### src/pkg/pdrt_pkg.sv
package pdrt_pkg;

  // ----------------------------------------------------------------
  // widths
  // ----------------------------------------------------------------
  localparam int VAL_W = 16;
  localparam int EXT_W = 18;
  localparam int HYS_W = 10;
  localparam int DLY_W = 16;
  localparam int UNIT_W = 10;
  localparam int FLASH_W = 4;

  // ----------------------------------------------------------------
  // limits and reset values
  // ----------------------------------------------------------------
  localparam logic signed [VAL_W-1:0] THR_MIN = 16'shFC19;
  localparam logic signed [VAL_W-1:0] THR_MAX = 16'sh270F;
  localparam logic [HYS_W-1:0] HYS_MAX = 10'h3E7;
  localparam logic signed [VAL_W-1:0] RST_VALUE = 16'sh0000;
  localparam logic signed [VAL_W-1:0] RST_EXTREME = 16'sh7FFF;
  localparam logic [DLY_W-1:0] RST_COUNT = 16'h0000;

  // ----------------------------------------------------------------
  // timing counts, in periods of tick_in
  // ----------------------------------------------------------------
  localparam logic [UNIT_W-1:0] UNIT_TENTH_TICKS = 10'h001;
  localparam logic [UNIT_W-1:0] UNIT_SEC_TICKS = 10'h00A;
  localparam logic [UNIT_W-1:0] UNIT_MIN_TICKS = 10'h258;
  localparam logic [FLASH_W-1:0] FLASH_TICKS = 4'h5;

  // ----------------------------------------------------------------
  // enumerations
  // ----------------------------------------------------------------
  typedef enum logic [2:0] {
    MODE_RELAY_UNUSED = 3'h0,
    MODE_DIRECT = 3'h1,
    MODE_INVERSE = 3'h2,
    MODE_INSIDE = 3'h3,
    MODE_OUTSIDE = 3'h4
  } pdrt_mode_e;

  typedef enum logic [1:0] {
    ALARM_HOLD = 2'h0,
    ALARM_ON = 2'h1,
    ALARM_OFF = 2'h2
  } pdrt_alarm_e;

  typedef enum logic [1:0] {
    UNIT_TENTH = 2'h0,
    UNIT_SEC = 2'h1,
    UNIT_MIN = 2'h2
  } pdrt_unit_e;

  typedef enum logic {
    STYLE_HOLD = 1'b0,
    STYLE_REAL = 1'b1
  } pdrt_style_e;

  typedef enum logic {
    DIR_FALL = 1'b0,
    DIR_RISE = 1'b1
  } pdrt_dir_e;

  typedef enum logic [1:0] {
    DISP_LIVE = 2'h0,
    DISP_TIMED = 2'h1,
    DISP_LATCH = 2'h3
  } pdrt_disp_e;

  // ----------------------------------------------------------------
  // carriers
  // ----------------------------------------------------------------
  typedef struct packed {
    logic valid;
    logic over_range;
    logic signed [VAL_W-1:0] value;
  } pdrt_sample_s;

  typedef struct packed {
    logic signed [VAL_W-1:0] first_threshold;
    logic signed [VAL_W-1:0] second_threshold;
    logic [HYS_W-1:0] hysteresis_half;
    pdrt_mode_e mode;
    logic [DLY_W-1:0] on_delay;
    logic [DLY_W-1:0] off_delay;
    pdrt_unit_e time_unit;
    pdrt_alarm_e alarm_behaviour;
    logic use_peak;
    logic relay_present;
  } pdrt_chan_cfg_s;

endpackage

### src/core/pdrt_zone.sv
`timescale 1ns/1ps
`default_nettype none

module pdrt_zone
  import pdrt_pkg::*;
(
  input wire logic signed [VAL_W-1:0] value_in,
  input wire logic signed [VAL_W-1:0] first_in,
  input wire logic signed [VAL_W-1:0] second_in,
  input wire logic [HYS_W-1:0] hys_in,
  input wire logic dual_in,
  output logic in_a_out,
  output logic in_b_out
);

  logic signed [VAL_W-1:0] t1;
  logic signed [VAL_W-1:0] t2;
  logic signed [EXT_W-1:0] v;
  logic signed [EXT_W-1:0] lo;
  logic signed [EXT_W-1:0] hi;
  logic signed [EXT_W-1:0] h;

  // clamp settings into their legal span before use
  always_comb begin
    t1 = first_in;
    t2 = second_in;
    if (first_in < THR_MIN) t1 = THR_MIN;
    if (first_in > THR_MAX) t1 = THR_MAX;
    if (second_in < THR_MIN) t2 = THR_MIN;
    if (second_in > THR_MAX) t2 = THR_MAX;
    h = (hys_in > HYS_MAX) ? EXT_W'(HYS_MAX) : EXT_W'(hys_in);
  end

  // order thresholds; single mode only looks at lo = first threshold
  always_comb begin
    v = EXT_W'(value_in);
    lo = EXT_W'(t1);
    hi = EXT_W'(t2);
    if (dual_in && (t2 < t1)) begin
      lo = EXT_W'(t2);
      hi = EXT_W'(t1);
    end
  end

  // inside the hysteresis band neither zone is reported
  always_comb begin
    if (dual_in) begin
      in_a_out = (v > lo + h) && (v < hi - h);
      in_b_out = (v > hi + h) || (v < lo - h);
    end else begin
      in_a_out = v > lo + h;
      in_b_out = v < lo - h;
    end
  end

endmodule

`default_nettype wire

### src/core/pdrt_qual.sv
`timescale 1ns/1ps
`default_nettype none

module pdrt_qual
  import pdrt_pkg::*;
(
  input wire logic clk_in,
  input wire logic reset_in,
  input wire logic arm_in,
  input wire logic tick_in,
  input wire logic [UNIT_W-1:0] unit_ticks_in,
  input wire logic [DLY_W-1:0] delay_in,
  output logic done_out
);

  logic [UNIT_W-1:0] pre_ff;
  logic [UNIT_W-1:0] nxt_pre;
  logic [DLY_W-1:0] cnt_ff;
  logic [DLY_W-1:0] nxt_cnt;

  // dropping the arm restarts both counters from zero
  always_comb begin
    nxt_pre = pre_ff;
    nxt_cnt = cnt_ff;
    if (!arm_in) begin
      nxt_pre = '0;
      nxt_cnt = RST_COUNT;
    end else if (tick_in && (cnt_ff < delay_in)) begin
      if (pre_ff + 1'b1 >= unit_ticks_in) begin
        nxt_pre = '0;
        nxt_cnt = cnt_ff + 1'b1;
      end else begin
        nxt_pre = pre_ff + 1'b1;
      end
    end
  end

  always_ff @(posedge clk_in) begin
    if (reset_in) begin
      pre_ff <= '0;
      cnt_ff <= RST_COUNT;
    end else begin
      pre_ff <= nxt_pre;
      cnt_ff <= nxt_cnt;
    end
  end

  // a zero delay qualifies at once; the tick phase adds up to one tick
  assign done_out = arm_in && (cnt_ff >= delay_in);

endmodule

`default_nettype wire

### src/core/pdrt_top.sv
`timescale 1ns/1ps
`default_nettype none

module pdrt_top
  import pdrt_pkg::*;
#(
  parameter int NUM_CH = 2
) (
  input wire logic clk_in,
  input wire logic reset_in,
  input wire pdrt_sample_s sample_in,
  input wire logic tick_in,
  input wire logic esc_in,
  input wire logic [VAL_W-1:0] peak_sensitivity_in,
  input wire pdrt_style_e peak_display_style_in,
  input wire logic [DLY_W-1:0] hold_time_in,
  input wire pdrt_chan_cfg_s chan_cfg_in [NUM_CH],
  output logic signed [VAL_W-1:0] display_value_out,
  output logic display_over_range_out,
  output logic showing_peak_out,
  output logic dp_flash_out,
  output logic peak_event_out,
  output logic [NUM_CH-1:0] relay_out,
  output logic [NUM_CH-1:0] led_out
);

  // ----------------------------------------------------------------
  // sample capture and peak tracking
  // ----------------------------------------------------------------
  logic signed [VAL_W-1:0] cur_ff;
  logic signed [VAL_W-1:0] nxt_cur;
  logic over_ff;
  logic nxt_over;
  logic seen_ff;
  logic nxt_seen;
  pdrt_dir_e dir_ff;
  pdrt_dir_e nxt_dir;
  logic signed [VAL_W-1:0] ext_ff;
  logic signed [VAL_W-1:0] nxt_ext;
  logic peak_hit;
  logic signed [VAL_W-1:0] peak_val;
  logic signed [EXT_W-1:0] rise_amt;
  logic signed [EXT_W-1:0] fall_amt;
  logic signed [EXT_W-1:0] sens;

  assign rise_amt = EXT_W'(sample_in.value) - EXT_W'(ext_ff);
  assign fall_amt = EXT_W'(ext_ff) - EXT_W'(sample_in.value);
  assign sens = $signed({2'b00, peak_sensitivity_in});

  // track a minimum while falling, a maximum while rising;
  // out-of-range samples never feed the tracker, they are not real data
  always_comb begin
    nxt_cur = cur_ff;
    nxt_over = over_ff;
    nxt_seen = seen_ff;
    nxt_dir = dir_ff;
    nxt_ext = ext_ff;
    peak_hit = 1'b0;
    peak_val = ext_ff;
    if (sample_in.valid) begin
      nxt_cur = sample_in.value;
      nxt_over = sample_in.over_range;
      nxt_seen = 1'b1;
      if (!sample_in.over_range) begin
        case (dir_ff)
          DIR_FALL: begin
            if (sample_in.value < ext_ff) begin
              nxt_ext = sample_in.value;
            end else if (rise_amt >= sens) begin
              nxt_dir = DIR_RISE;
              nxt_ext = sample_in.value;
            end
          end
          DIR_RISE: begin
            if (sample_in.value > ext_ff) begin
              nxt_ext = sample_in.value;
            end else if (fall_amt >= sens) begin
              peak_hit = 1'b1;
              nxt_dir = DIR_FALL;
              nxt_ext = sample_in.value;
            end
          end
          default: begin
            nxt_dir = DIR_FALL;
            nxt_ext = RST_EXTREME;
          end
        endcase
      end
    end
  end

  always_ff @(posedge clk_in) begin
    if (reset_in) begin
      cur_ff <= RST_VALUE;
      over_ff <= 1'b0;
      seen_ff <= 1'b0;
      dir_ff <= DIR_FALL;
      ext_ff <= RST_EXTREME;
    end else begin
      cur_ff <= nxt_cur;
      over_ff <= nxt_over;
      seen_ff <= nxt_seen;
      dir_ff <= nxt_dir;
      ext_ff <= nxt_ext;
    end
  end

  // ----------------------------------------------------------------
  // peak presentation and decimal point flashing
  // ----------------------------------------------------------------
  pdrt_disp_e disp_ff;
  pdrt_disp_e nxt_disp;
  logic signed [VAL_W-1:0] held_ff;
  logic signed [VAL_W-1:0] nxt_held;
  logic [DLY_W-1:0] hold_cnt_ff;
  logic [DLY_W-1:0] nxt_hold_cnt;
  logic [FLASH_W-1:0] flash_cnt_ff;
  logic [FLASH_W-1:0] nxt_flash_cnt;
  logic dp_ff;
  logic nxt_dp;
  logic signed [VAL_W-1:0] disp_val_ff;
  logic signed [VAL_W-1:0] nxt_disp_val;
  logic disp_over_ff;
  logic nxt_disp_over;
  logic showing_ff;
  logic nxt_showing;
  logic peak_ev_ff;

  // a fresh peak always wins over timer expiry or escape in the same cycle
  always_comb begin
    nxt_disp = disp_ff;
    nxt_held = held_ff;
    nxt_hold_cnt = hold_cnt_ff;
    if (peak_hit) begin
      nxt_held = peak_val;
      nxt_hold_cnt = RST_COUNT;
      if (hold_time_in != RST_COUNT) begin
        nxt_disp = DISP_TIMED;
      end else if (peak_display_style_in == STYLE_HOLD) begin
        nxt_disp = DISP_LATCH;
      end else begin
        nxt_disp = DISP_LIVE;
      end
    end else begin
      case (disp_ff)
        DISP_LIVE: begin
          nxt_hold_cnt = RST_COUNT;
        end
        DISP_TIMED: begin
          if (hold_time_in == RST_COUNT) begin
            nxt_disp = DISP_LIVE;
          end else if (tick_in) begin
            if (hold_cnt_ff + 1'b1 >= hold_time_in) begin
              nxt_disp = DISP_LIVE;
            end else begin
              nxt_hold_cnt = hold_cnt_ff + 1'b1;
            end
          end
        end
        DISP_LATCH: begin
          if (esc_in) begin
            nxt_disp = DISP_LIVE;
          end
        end
        default: begin
          nxt_disp = DISP_LIVE;
        end
      endcase
    end
  end

  // flash rate is tied to the tick, so it shifts if the tick is retuned
  always_comb begin
    nxt_flash_cnt = flash_cnt_ff;
    nxt_dp = dp_ff;
    if (nxt_disp == DISP_LIVE) begin
      nxt_flash_cnt = '0;
      nxt_dp = 1'b0;
    end else if (tick_in) begin
      if (flash_cnt_ff + 1'b1 >= FLASH_TICKS) begin
        nxt_flash_cnt = '0;
        nxt_dp = !dp_ff;
      end else begin
        nxt_flash_cnt = flash_cnt_ff + 1'b1;
      end
    end
  end

  // shown value: held peak while presenting, otherwise the live sample
  always_comb begin
    nxt_showing = (nxt_disp != DISP_LIVE);
    if (nxt_showing) begin
      nxt_disp_val = nxt_held;
      nxt_disp_over = 1'b0;
    end else begin
      nxt_disp_val = nxt_cur;
      nxt_disp_over = nxt_over;
    end
  end

  always_ff @(posedge clk_in) begin
    if (reset_in) begin
      disp_ff <= DISP_LIVE;
      held_ff <= RST_VALUE;
      hold_cnt_ff <= RST_COUNT;
      flash_cnt_ff <= '0;
      dp_ff <= 1'b0;
      disp_val_ff <= RST_VALUE;
      disp_over_ff <= 1'b0;
      showing_ff <= 1'b0;
      peak_ev_ff <= 1'b0;
    end else begin
      disp_ff <= nxt_disp;
      held_ff <= nxt_held;
      hold_cnt_ff <= nxt_hold_cnt;
      flash_cnt_ff <= nxt_flash_cnt;
      dp_ff <= nxt_dp;
      disp_val_ff <= nxt_disp_val;
      disp_over_ff <= nxt_disp_over;
      showing_ff <= nxt_showing;
      peak_ev_ff <= peak_hit;
    end
  end

  assign display_value_out = disp_val_ff;
  assign display_over_range_out = disp_over_ff;
  assign showing_peak_out = showing_ff;
  assign dp_flash_out = dp_ff;
  assign peak_event_out = peak_ev_ff;

  // ----------------------------------------------------------------
  // relay channels
  // ----------------------------------------------------------------
  for (genvar i = 0; i < NUM_CH; i++) begin : g_ch
    logic signed [VAL_W-1:0] src;
    logic dual;
    logic direct_sense;
    logic in_a;
    logic in_b;
    logic want_on;
    logic want_off;
    logic arm_on;
    logic arm_off;
    logic on_done;
    logic off_done;
    logic [UNIT_W-1:0] unit_ticks;
    logic rel_ff;
    logic nxt_rel;
    logic relay_ff;
    logic led_ff;

    // peak source only differs from live while a peak is presented
    assign src = (chan_cfg_in[i].use_peak && (disp_ff != DISP_LIVE)) ?
                 held_ff : cur_ff;
    assign dual = (chan_cfg_in[i].mode == MODE_INSIDE) ||
                  (chan_cfg_in[i].mode == MODE_OUTSIDE);
    assign direct_sense = (chan_cfg_in[i].mode == MODE_DIRECT) ||
                          (chan_cfg_in[i].mode == MODE_INSIDE);

    pdrt_zone u_zone (
      .value_in(src),
      .first_in(chan_cfg_in[i].first_threshold),
      .second_in(chan_cfg_in[i].second_threshold),
      .hys_in(chan_cfg_in[i].hysteresis_half),
      .dual_in(dual),
      .in_a_out(in_a),
      .in_b_out(in_b)
    );

    // zone A energises in direct/inside, zone B in inverse/outside
    assign want_on = direct_sense ? in_a : in_b;
    assign want_off = direct_sense ? in_b : in_a;
    assign arm_on = seen_ff && !over_ff && !rel_ff && want_on;
    assign arm_off = seen_ff && !over_ff && rel_ff && want_off;

    // one time unit serves both delays, on_delay and off_delay
    always_comb begin
      case (chan_cfg_in[i].time_unit)
        UNIT_TENTH: unit_ticks = UNIT_TENTH_TICKS;
        UNIT_SEC: unit_ticks = UNIT_SEC_TICKS;
        UNIT_MIN: unit_ticks = UNIT_MIN_TICKS;
        default: unit_ticks = UNIT_TENTH_TICKS;
      endcase
    end

    pdrt_qual u_on (
      .clk_in(clk_in),
      .reset_in(reset_in),
      .arm_in(arm_on),
      .tick_in(tick_in),
      .unit_ticks_in(unit_ticks),
      .delay_in(chan_cfg_in[i].on_delay),
      .done_out(on_done)
    );

    pdrt_qual u_off (
      .clk_in(clk_in),
      .reset_in(reset_in),
      .arm_in(arm_off),
      .tick_in(tick_in),
      .unit_ticks_in(unit_ticks),
      .delay_in(chan_cfg_in[i].off_delay),
      .done_out(off_done)
    );

    // unused wins over alarm; undefined mode codes behave as unused
    always_comb begin
      nxt_rel = rel_ff;
      case (chan_cfg_in[i].mode)
        MODE_DIRECT, MODE_INVERSE, MODE_INSIDE, MODE_OUTSIDE: begin
          if (over_ff) begin
            case (chan_cfg_in[i].alarm_behaviour)
              ALARM_ON: nxt_rel = 1'b1;
              ALARM_OFF: nxt_rel = 1'b0;
              default: nxt_rel = rel_ff;
            endcase
          end else if (on_done) begin
            nxt_rel = 1'b1;
          end else if (off_done) begin
            nxt_rel = 1'b0;
          end
        end
        default: begin
          nxt_rel = 1'b0;
        end
      endcase
    end

    always_ff @(posedge clk_in) begin
      if (reset_in) begin
        rel_ff <= 1'b0;
        relay_ff <= 1'b0;
        led_ff <= 1'b0;
      end else begin
        rel_ff <= nxt_rel;
        relay_ff <= nxt_rel && chan_cfg_in[i].relay_present;
        led_ff <= nxt_rel;
      end
    end

    assign relay_out[i] = relay_ff;
    assign led_out[i] = led_ff;
  end

endmodule

`default_nettype wire

### config.mk
export PLATFORM = sky130hd
export DESIGN_NAME = pdrt_top
export DESIGN_NICKNAME = d
export VERILOG_FILES = /design/src/pkg/pdrt_pkg.sv /design/src/core/pdrt_zone.sv /design/src/core/pdrt_qual.sv /design/src/core/pdrt_top.sv
export SDC_FILE = /design/constraint.sdc
export NUM_CORES = 1
export LEC_CHECK = 0
export BUFFER_PORTS_ARGS = -buffer_cell sky130_fd_sc_hd__buf_4
export CAP_MARGIN = 30
export CORE_ASPECT_RATIO = 1.1
export CORE_UTILIZATION = 31
export DETAILED_ROUTE_END_ITERATION = 10
export PLACE_DENSITY = 0.54
export SYNTH_ARGS = -nofsm -noshare
export SYNTH_HDL_FRONTEND = slang
export SYNTH_SLANG_ARGS = --single-unit
### constraint.sdc
create_clock -name clk_in -period 15.13 [get_ports clk_in]
set_input_delay 1.513 -clock clk_in [delete_from_list [all_inputs] [get_ports clk_in]]
set_output_delay 1.513 -clock clk_in [all_outputs]
set_load 0.005 [all_outputs]
==> After elaboration in Yosys (flattened, before gate mapping) <==
Index checks and enable logic that the tools add are counted.
{ "op_classes": {"add_sub_neg": 20, "n_lt_le_gt_ge": 38, "eq_ne": 23, "muxes": 72, "n_bitwise": 6, "reduce_logical": 59} }
{ "ops": {"columns": ["operator", "n"], "rows": [
  ["16-bit 2-to-1 mux", 20],
  ["16-bit < comparator", 7],
  ["16-bit by 1-bit adder with 16-bit output (second input constant)", 5],
  ["16-bit greater-or-equal comparator", 5],
  ["18-bit adder", 4],
  ["16-bit by 18-bit > comparator with 1-bit output", 4],
  ["16-bit by 18-bit < comparator with 1-bit output", 4],
  ["18-bit 2-to-1 mux", 4],
  ["18-bit subtractor", 4],
  ["16-bit by 15-bit > comparator with 1-bit output (second input constant)", 4],
  ["16-bit by 11-bit < comparator with 1-bit output (second input constant)", 4],
  ["16-bit case mux with 2 select lines", 2],
  ["10-bit 2-to-1 mux", 6],
  ["10-bit by 1-bit adder with 10-bit output (second input constant)", 4],
  ["10-bit greater-or-equal comparator", 4],
  ["10-bit case mux with 2 select lines", 2],
  ["17-bit greater-or-equal comparator", 2],
  ["16-bit by 16-bit subtractor with 17-bit output", 2],
  ["1-bit 2-to-1 mux", 26],
  ["1-bit logical AND", 25],
  ["10-bit > comparator (second input constant)", 2],
  ["16-bit > comparator", 1],
  ["16-bit logical NOT", 1],
  ["16-bit nonzero test", 1],
  ["other kinds (23)", 75]
]} }
{ "word_totals": {"register_bits": 201, "out_inout_bits": 24, "wordCells": 244} }

==> Logic depth before layout (Yosys ltp) <==
{ "depth": {"depth_word": 18, "mapped_depth": 40, "mapped_depth_nobuf": 36} }

==> By module <==
Synthesis repeated with hierarchy kept, for this count alone.
{ "hier_totals": {"hier_cells": 3574, "hier_area_um2": 27142.3} }
{ "by_module_without_submodules": {"columns": ["module", "instances", "cells_each", "area_per_inst_um2", "seq_area_each_um2"], "rows": [
  ["pdrt_zone", 2, 718, 5273.8, 0.0],
  ["pdrt_top", 1, 1102, 8326.7, 1941.9],
  ["pdrt_qual", 4, 259, 2067.0, 520.5]
]} }

==> Least setup slack after synthesis <==
Ideal clock, no wire load.
{ "synth_path": {"kind": "input to register", "start": "in chan_cfg_in[61] (netlist bit)", "end": "reg g_ch[1].u_off.cnt_ff[12]", "arrival_ns": 9.040, "required_ns": 15.059, "slack_ns": 6.020, "stages": 38, "path_buffers": 5, "cell_sequence": "and3_1 > and2_1 > nand4_1 > ha_1 > clkbuf_1 > inv_1 > a21oi_1 > inv_1 > ha_1 > a21o_1 > a21o_1 > a2111oi_0 > a21oi_1 > o31ai_1 > a31oi_1 > buf_2 > buf_2 > mux2i_1 > (+2 left out) > nand3b_1 > a21oi_1 > or3_1 > o311a_1 > a311oi_1 > nand2_1 > xnor2_1 > mux2i_1 > ha_1 > a21o_1 > a311o_1 > a2111oi_0 > o21a_1 > o41ai_1 > o21ai_0 > nand4_1 > clkbuf_1 > a21oi_1"} }
{ "synth_via": {"elab_chain_cells": 14, "elab_cells_between_ends": 24, "classes_between": "4 x add/sub; 7 x order compare; 7 x mux; 1 x bitwise; 5 x reduce/logical"} }
{ "synth_rtl": {"columns": ["element", "line", "rtl"], "rows": [
  ["start: declaration", "pdrt_top.sv:17", "input wire pdrt_chan_cfg_s chan_cfg_in [NUM_CH],"],
  ["16-bit by 11-bit < comparator with 1-bit output", "pdrt_zone.sv:29", "if (second_in < THR_MIN) t2 = THR_MIN;"],
  ["16-bit 2-to-1 mux", "pdrt_zone.sv:29", null],
  ["16-bit 2-to-1 mux (*)", "pdrt_zone.sv:30", "if (second_in > THR_MAX) t2 = THR_MAX;"],
  ["16-bit < comparator", "pdrt_zone.sv:39", "if (dual_in && (t2 < t1)) begin"],
  ["1-bit logical AND", "pdrt_zone.sv:39", null],
  ["18-bit 2-to-1 mux", "pdrt_zone.sv:39", null],
  ["18-bit adder (tied with other cells)", "pdrt_zone.sv:48, pdrt_zone.sv:51", null],
  ["16-bit by 18-bit > comparator with 1-bit output (tied with other cells)", "pdrt_zone.sv:48, pdrt_zone.sv:51", null],
  ["1-bit logical AND / 1-bit logical OR (equally long branches)", "pdrt_zone.sv:48, pdrt_zone.sv:49", null],
  ["1-bit 2-to-1 mux", "pdrt_zone.sv:47", "if (dual_in) begin"],
  ["1-bit 2-to-1 mux (*)", "pdrt_top.sv:272", "assign want_off = direct_sense ? in_b : in_a;"],
  ["1-bit logical AND (*)", "pdrt_top.sv:274", "assign arm_off = seen_ff && !over_ff && rel_ff && want_off;"],
  ["1-bit inverter (no source line) (*)", null, null],
  ["2-bit OR reduction (no source line) (*)", null, null],
  ["end signal: assignment", "pdrt_qual.sv:44", "cnt_ff <= nxt_cnt;"],
  ["end: declaration", "pdrt_qual.sv:18", "logic [DLY_W-1:0] cnt_ff;"]
]} }
Every way passes the cells marked *; elsewhere a longest branch is shown, timed or not.
A chain may end at the register's enable or synchronous reset.

==> Worst setup path in the final report <==
{ "layout_path": {"start": "in chan_cfg_in[67] (netlist bit)", "end": "reg g_ch[1].u_on.cnt_ff[15]"} }
{ "layout_via": {"elab_chain_cells": 14, "elab_cells_between_ends": 24, "classes_between": "4 x add/sub; 7 x order compare; 7 x mux; 1 x bitwise; 5 x reduce/logical"} }
{ "layout_rtl": {"columns": ["element", "line", "rtl"], "rows": [
  ["16-bit by 11-bit < comparator with 1-bit output", "pdrt_zone.sv:27", "if (first_in < THR_MIN) t1 = THR_MIN;"],
  ["16-bit 2-to-1 mux", "pdrt_zone.sv:27", null],
  ["16-bit 2-to-1 mux (*)", "pdrt_zone.sv:28", "if (first_in > THR_MAX) t1 = THR_MAX;"],
  ["16-bit < comparator", "pdrt_zone.sv:39", null],
  ["1-bit logical AND", "pdrt_zone.sv:39", null],
  ["18-bit 2-to-1 mux", "pdrt_zone.sv:39", null],
  ["18-bit adder (tied with other cells)", "pdrt_zone.sv:49", "in_b_out = (v > hi + h) || (v < lo - h);"],
  ["16-bit by 18-bit > comparator with 1-bit output (tied with other cells)", "pdrt_zone.sv:49", null],
  ["1-bit logical OR / 1-bit logical AND (equally long branches)", "pdrt_zone.sv:49, pdrt_zone.sv:48", null],
  ["1-bit 2-to-1 mux", "pdrt_zone.sv:47", null],
  ["1-bit 2-to-1 mux (*)", "pdrt_top.sv:271", "assign want_on = direct_sense ? in_a : in_b;"],
  ["1-bit logical AND (*)", "pdrt_top.sv:273", "assign arm_on = seen_ff && !over_ff && !rel_ff && want_on;"],
  ["1-bit inverter (no source line) (*)", null, null],
  ["2-bit OR reduction (no source line) (*)", null, null],
  ["end signal: assignment", "pdrt_qual.sv:44", null],
  ["end: declaration", "pdrt_qual.sv:18", null]
]} }
Marked as above.

==> results.yml <==
hold_path:
  hp-class: "flop to flop"
  hp-start: "g_ch[1].u_off.pre_ff[9]"
synthesis:
  synth_warnings: 0
  synth.top_cell.area_share_pct: 21.3
  synth_edf_count: 0
  async_reset_ff_share_pct: 0
  yosys.area.top_type: "ha_1"
  synth_ff_type: "dfxtp_1"
  synth_area_leaders: "ha_1 (21%), dfxtp_1 (16%), xnor2_1 (6.3%)"
  synth_area_per_cell_um2: 7.72
  synth-seq-cells: 201
  syn_area_um2: 25700
  synth_nets: 4001
  ys_types: 99
  synth_seq_area_share_pct: 15.6
  synthCells: 3332
global_route:
  gr-total-overflow: 0
  first_global_vias: 22700
  grt_max_degree: 94
  grtUsageTotal_pct: 18.2
  antenna_found_initial: 4
  grt_pass1_wl_mm: 125
floorplan:
  boundaryPins: 245
  fp.dieW_um: 277
  rows: 110
  die-area_um2: 84100
  die_h_um: 304
  core_area_um2: 82000
  initial_core_util_pct: 31.4
sta:
  holdWs_ns: 0.471
  worstMarginPinSlew_ns: 1.01
  layout_setup_ws_ns: 4.42
  finalSetupViolations: 0
  maxSlewViolCount: 0
  fmax_ghz: 0.0934
  fin_crit_sh_pct: 70.8
  slew_headroom_pct: 32.1
  grt_setup_unrepaired: "false"
  period_minus_slack_ns: 10.71
  hold_violations: 0
  fin_skew_ns: 0.0211
  tns_ns: 0
run_status:
  outcome: "finished, final reports clean"
detailed_routing:
  ant_nets: 0
  avgViaCountPerCell: 5.13
  drtPass1Iterations: 5
  routed_wl_mm: 78.9
  first_iter_violations: 1317
  drc_errors: 0
  wl_per_cell_um: 17.2
  vias: 23500
pwr:
  ir_worst_vdd_mv: 0.0449
  powerDensity_nw_per_um2: 70.8
  total_power_mw: 2.08
  p_leak_nw: 13.5
final_layout:
  nNetsFinal: 4161
  drive_above_1_share_pct: 11.9
  syn_to_final_growth_pct: 14.1
  fin_cells: 4575
cts:
  htree_levels: 1
  clock_path_buffers: 3
  clkLatencyLatePin_ns: 0.54
  cts.sinks: 201
  cts_made_buffers: 25
  cts-root-buf: "clkbuf_16"
  cts_setup_buffers: 0
  clk_pin_slew_ns: 0.06
  cts_tree: "yes"
  hold_buffers: 0
  cts_resized: 0
placed_design:
  dp_hpwl_mm: 65.3
  place_ws_ns: 3.97
  dp_cells: 4529
  io_buffers: 244
  place_congestion: 0.879
worst_setup_path:
  critPathLaunchType: "primary input"
  critPathLaunch: "chan_cfg_in[67]"
  required_ns: 15.60
  cp_max_fo: 26
  slowest_stage: "a2111oi_0"
  critPathKind: "primary input to flop"
  crit_path_end_kind: "flop"
  crit_path_frequent_cell: "ha_1"
  worst_path_largest_cell_delay_ns: 0.82
  worst-endpoint-arrival_ns: 11.18
  worstReg2RegStart: "ext_ff[1]"
flow_run:
  drv_cap: 0
==> report_power, final <==
part           total (mW)  internal, mW  switching [mW]
sequential          0.548         0.539         0.00889
combinational       0.931         0.390           0.541
clock               0.599         0.346           0.253
==> metal layers <==
layer | track usage (%) | vias to the layer above | wire (um)
met1 | 24.1 | 10800 | 37300
met3 | 1.80 | 100 | 2870
li1 | - | 12200 | -
met4 | 4.26 | 6 | 1790
met2 | 31.5 | 448 | 36900
met5 | 0 | - | 41
==> critical path: cells and delay by family <==
family / cells / cell delay, ns
multiplexers: 2 / 0.49
AO/OA/AOI/OAI: 15 / 4.99
AND/OR/NAND/NOR: 8 / 2.02
adder cells (fa/ha/maj): 4 / 1.31
XOR/XNOR: 1 / 0.20
buffers and inverters: 3 / 0.63
==> flip-flops by register name (all words and copies together), names as in the netlist, 4 cells and up <==
register and flops:
hold_cnt_ff 16, g_ch.u_off.pre_ff 20, flash_cnt_ff 4, ext_ff 16, g_ch.u_on.pre_ff 20, g_ch.u_on.cnt_ff 32
g_ch.u_off.cnt_ff 32, held_ff 16, display_value_out 16, cur_ff 16
==> through the flow <==
step	util, %	instance area [um^2]
after global placement	34.7	28500
after detailed placement	34.8	28500
after CTS	35.8	29300
after global routing	35.8	29300
after floorplan	-	25700
final	35.8	29300
==> cells in the final DEF, fill, tap and decap left out, types with 111 or more instances in the layout <==
| cell type | instances |
|---|---|
| buf_4 | 261 |
| nor2_1 | 334 |
| ha_1 | 438 |
| a21oi_1 | 204 |
| dfxtp_1 | 201 |
| inv_1 | 276 |
| mux2i_1 | 111 |
| o21ai_0 | 156 |
| xnor2_1 | 185 |
| nand2_1 | 212 |
==> cells in the mapped netlist (26+ instances only) <==
master,instances
xor2_1,80
nor2b_1,44
xnor2_1,185
and3_1,38
nand2_1,212
inv_1,276
nand4_1,69
ha_1,438
a21oi_1,205
mux2i_1,111
a21o_1,58
clkbuf_1,92
nor2_1,334
o21ai_0,156
nand2b_1,78
mux2_2,53
nand3_1,97
or3_1,28
a211oi_1,33
nor3_1,80
nor4_1,26
dfxtp_1,201
==> area by class of cell <==
| class | count | area, um^2 |
|---|---|---|
| diodes | 2 | 5.00 |
| clock buffers | 33 | 706 |
| clock inverters | 11 | 100 |
| fillers | 8711 | 52700 |
| inverters | 282 | 1060 |
| multi-input cells | 2719 | 20100 |
| flip-flops and latches | 201 | 4020 |
| well taps | 1064 | 1330 |
| repair buffers | 263 | 2010 |
==> worst paths after layout <==
check,to,slack (ns),cells past startpoint
max,g_ch[1].u_on.cnt_ff[15],4.42,33
max reg2reg,display_value_out[9],9.72,17
min reg2reg,g_ch[1].u_off.pre_ff[9],0.47,2
min,g_ch[1].u_off.pre_ff[9],0.47,2
==> cells by family (layout without fill, tap and decap cells) <==
kind of cell / Yosys count / in the layout / synth area share, %
fa+ha+maj: 448 / 448 / 22.1
other cells: 0 / 2 / 0
simple gates: 1129 / 1129 / 22.0
buf+inv: 412 / 589 / 6.36
flops: 201 / 201 / 15.6
compound gates: 712 / 712 / 18.2
xor+xnor: 265 / 265 / 9.02
mux: 165 / 165 / 6.69
Note: power is estimated with default switching activity, not from simulation.
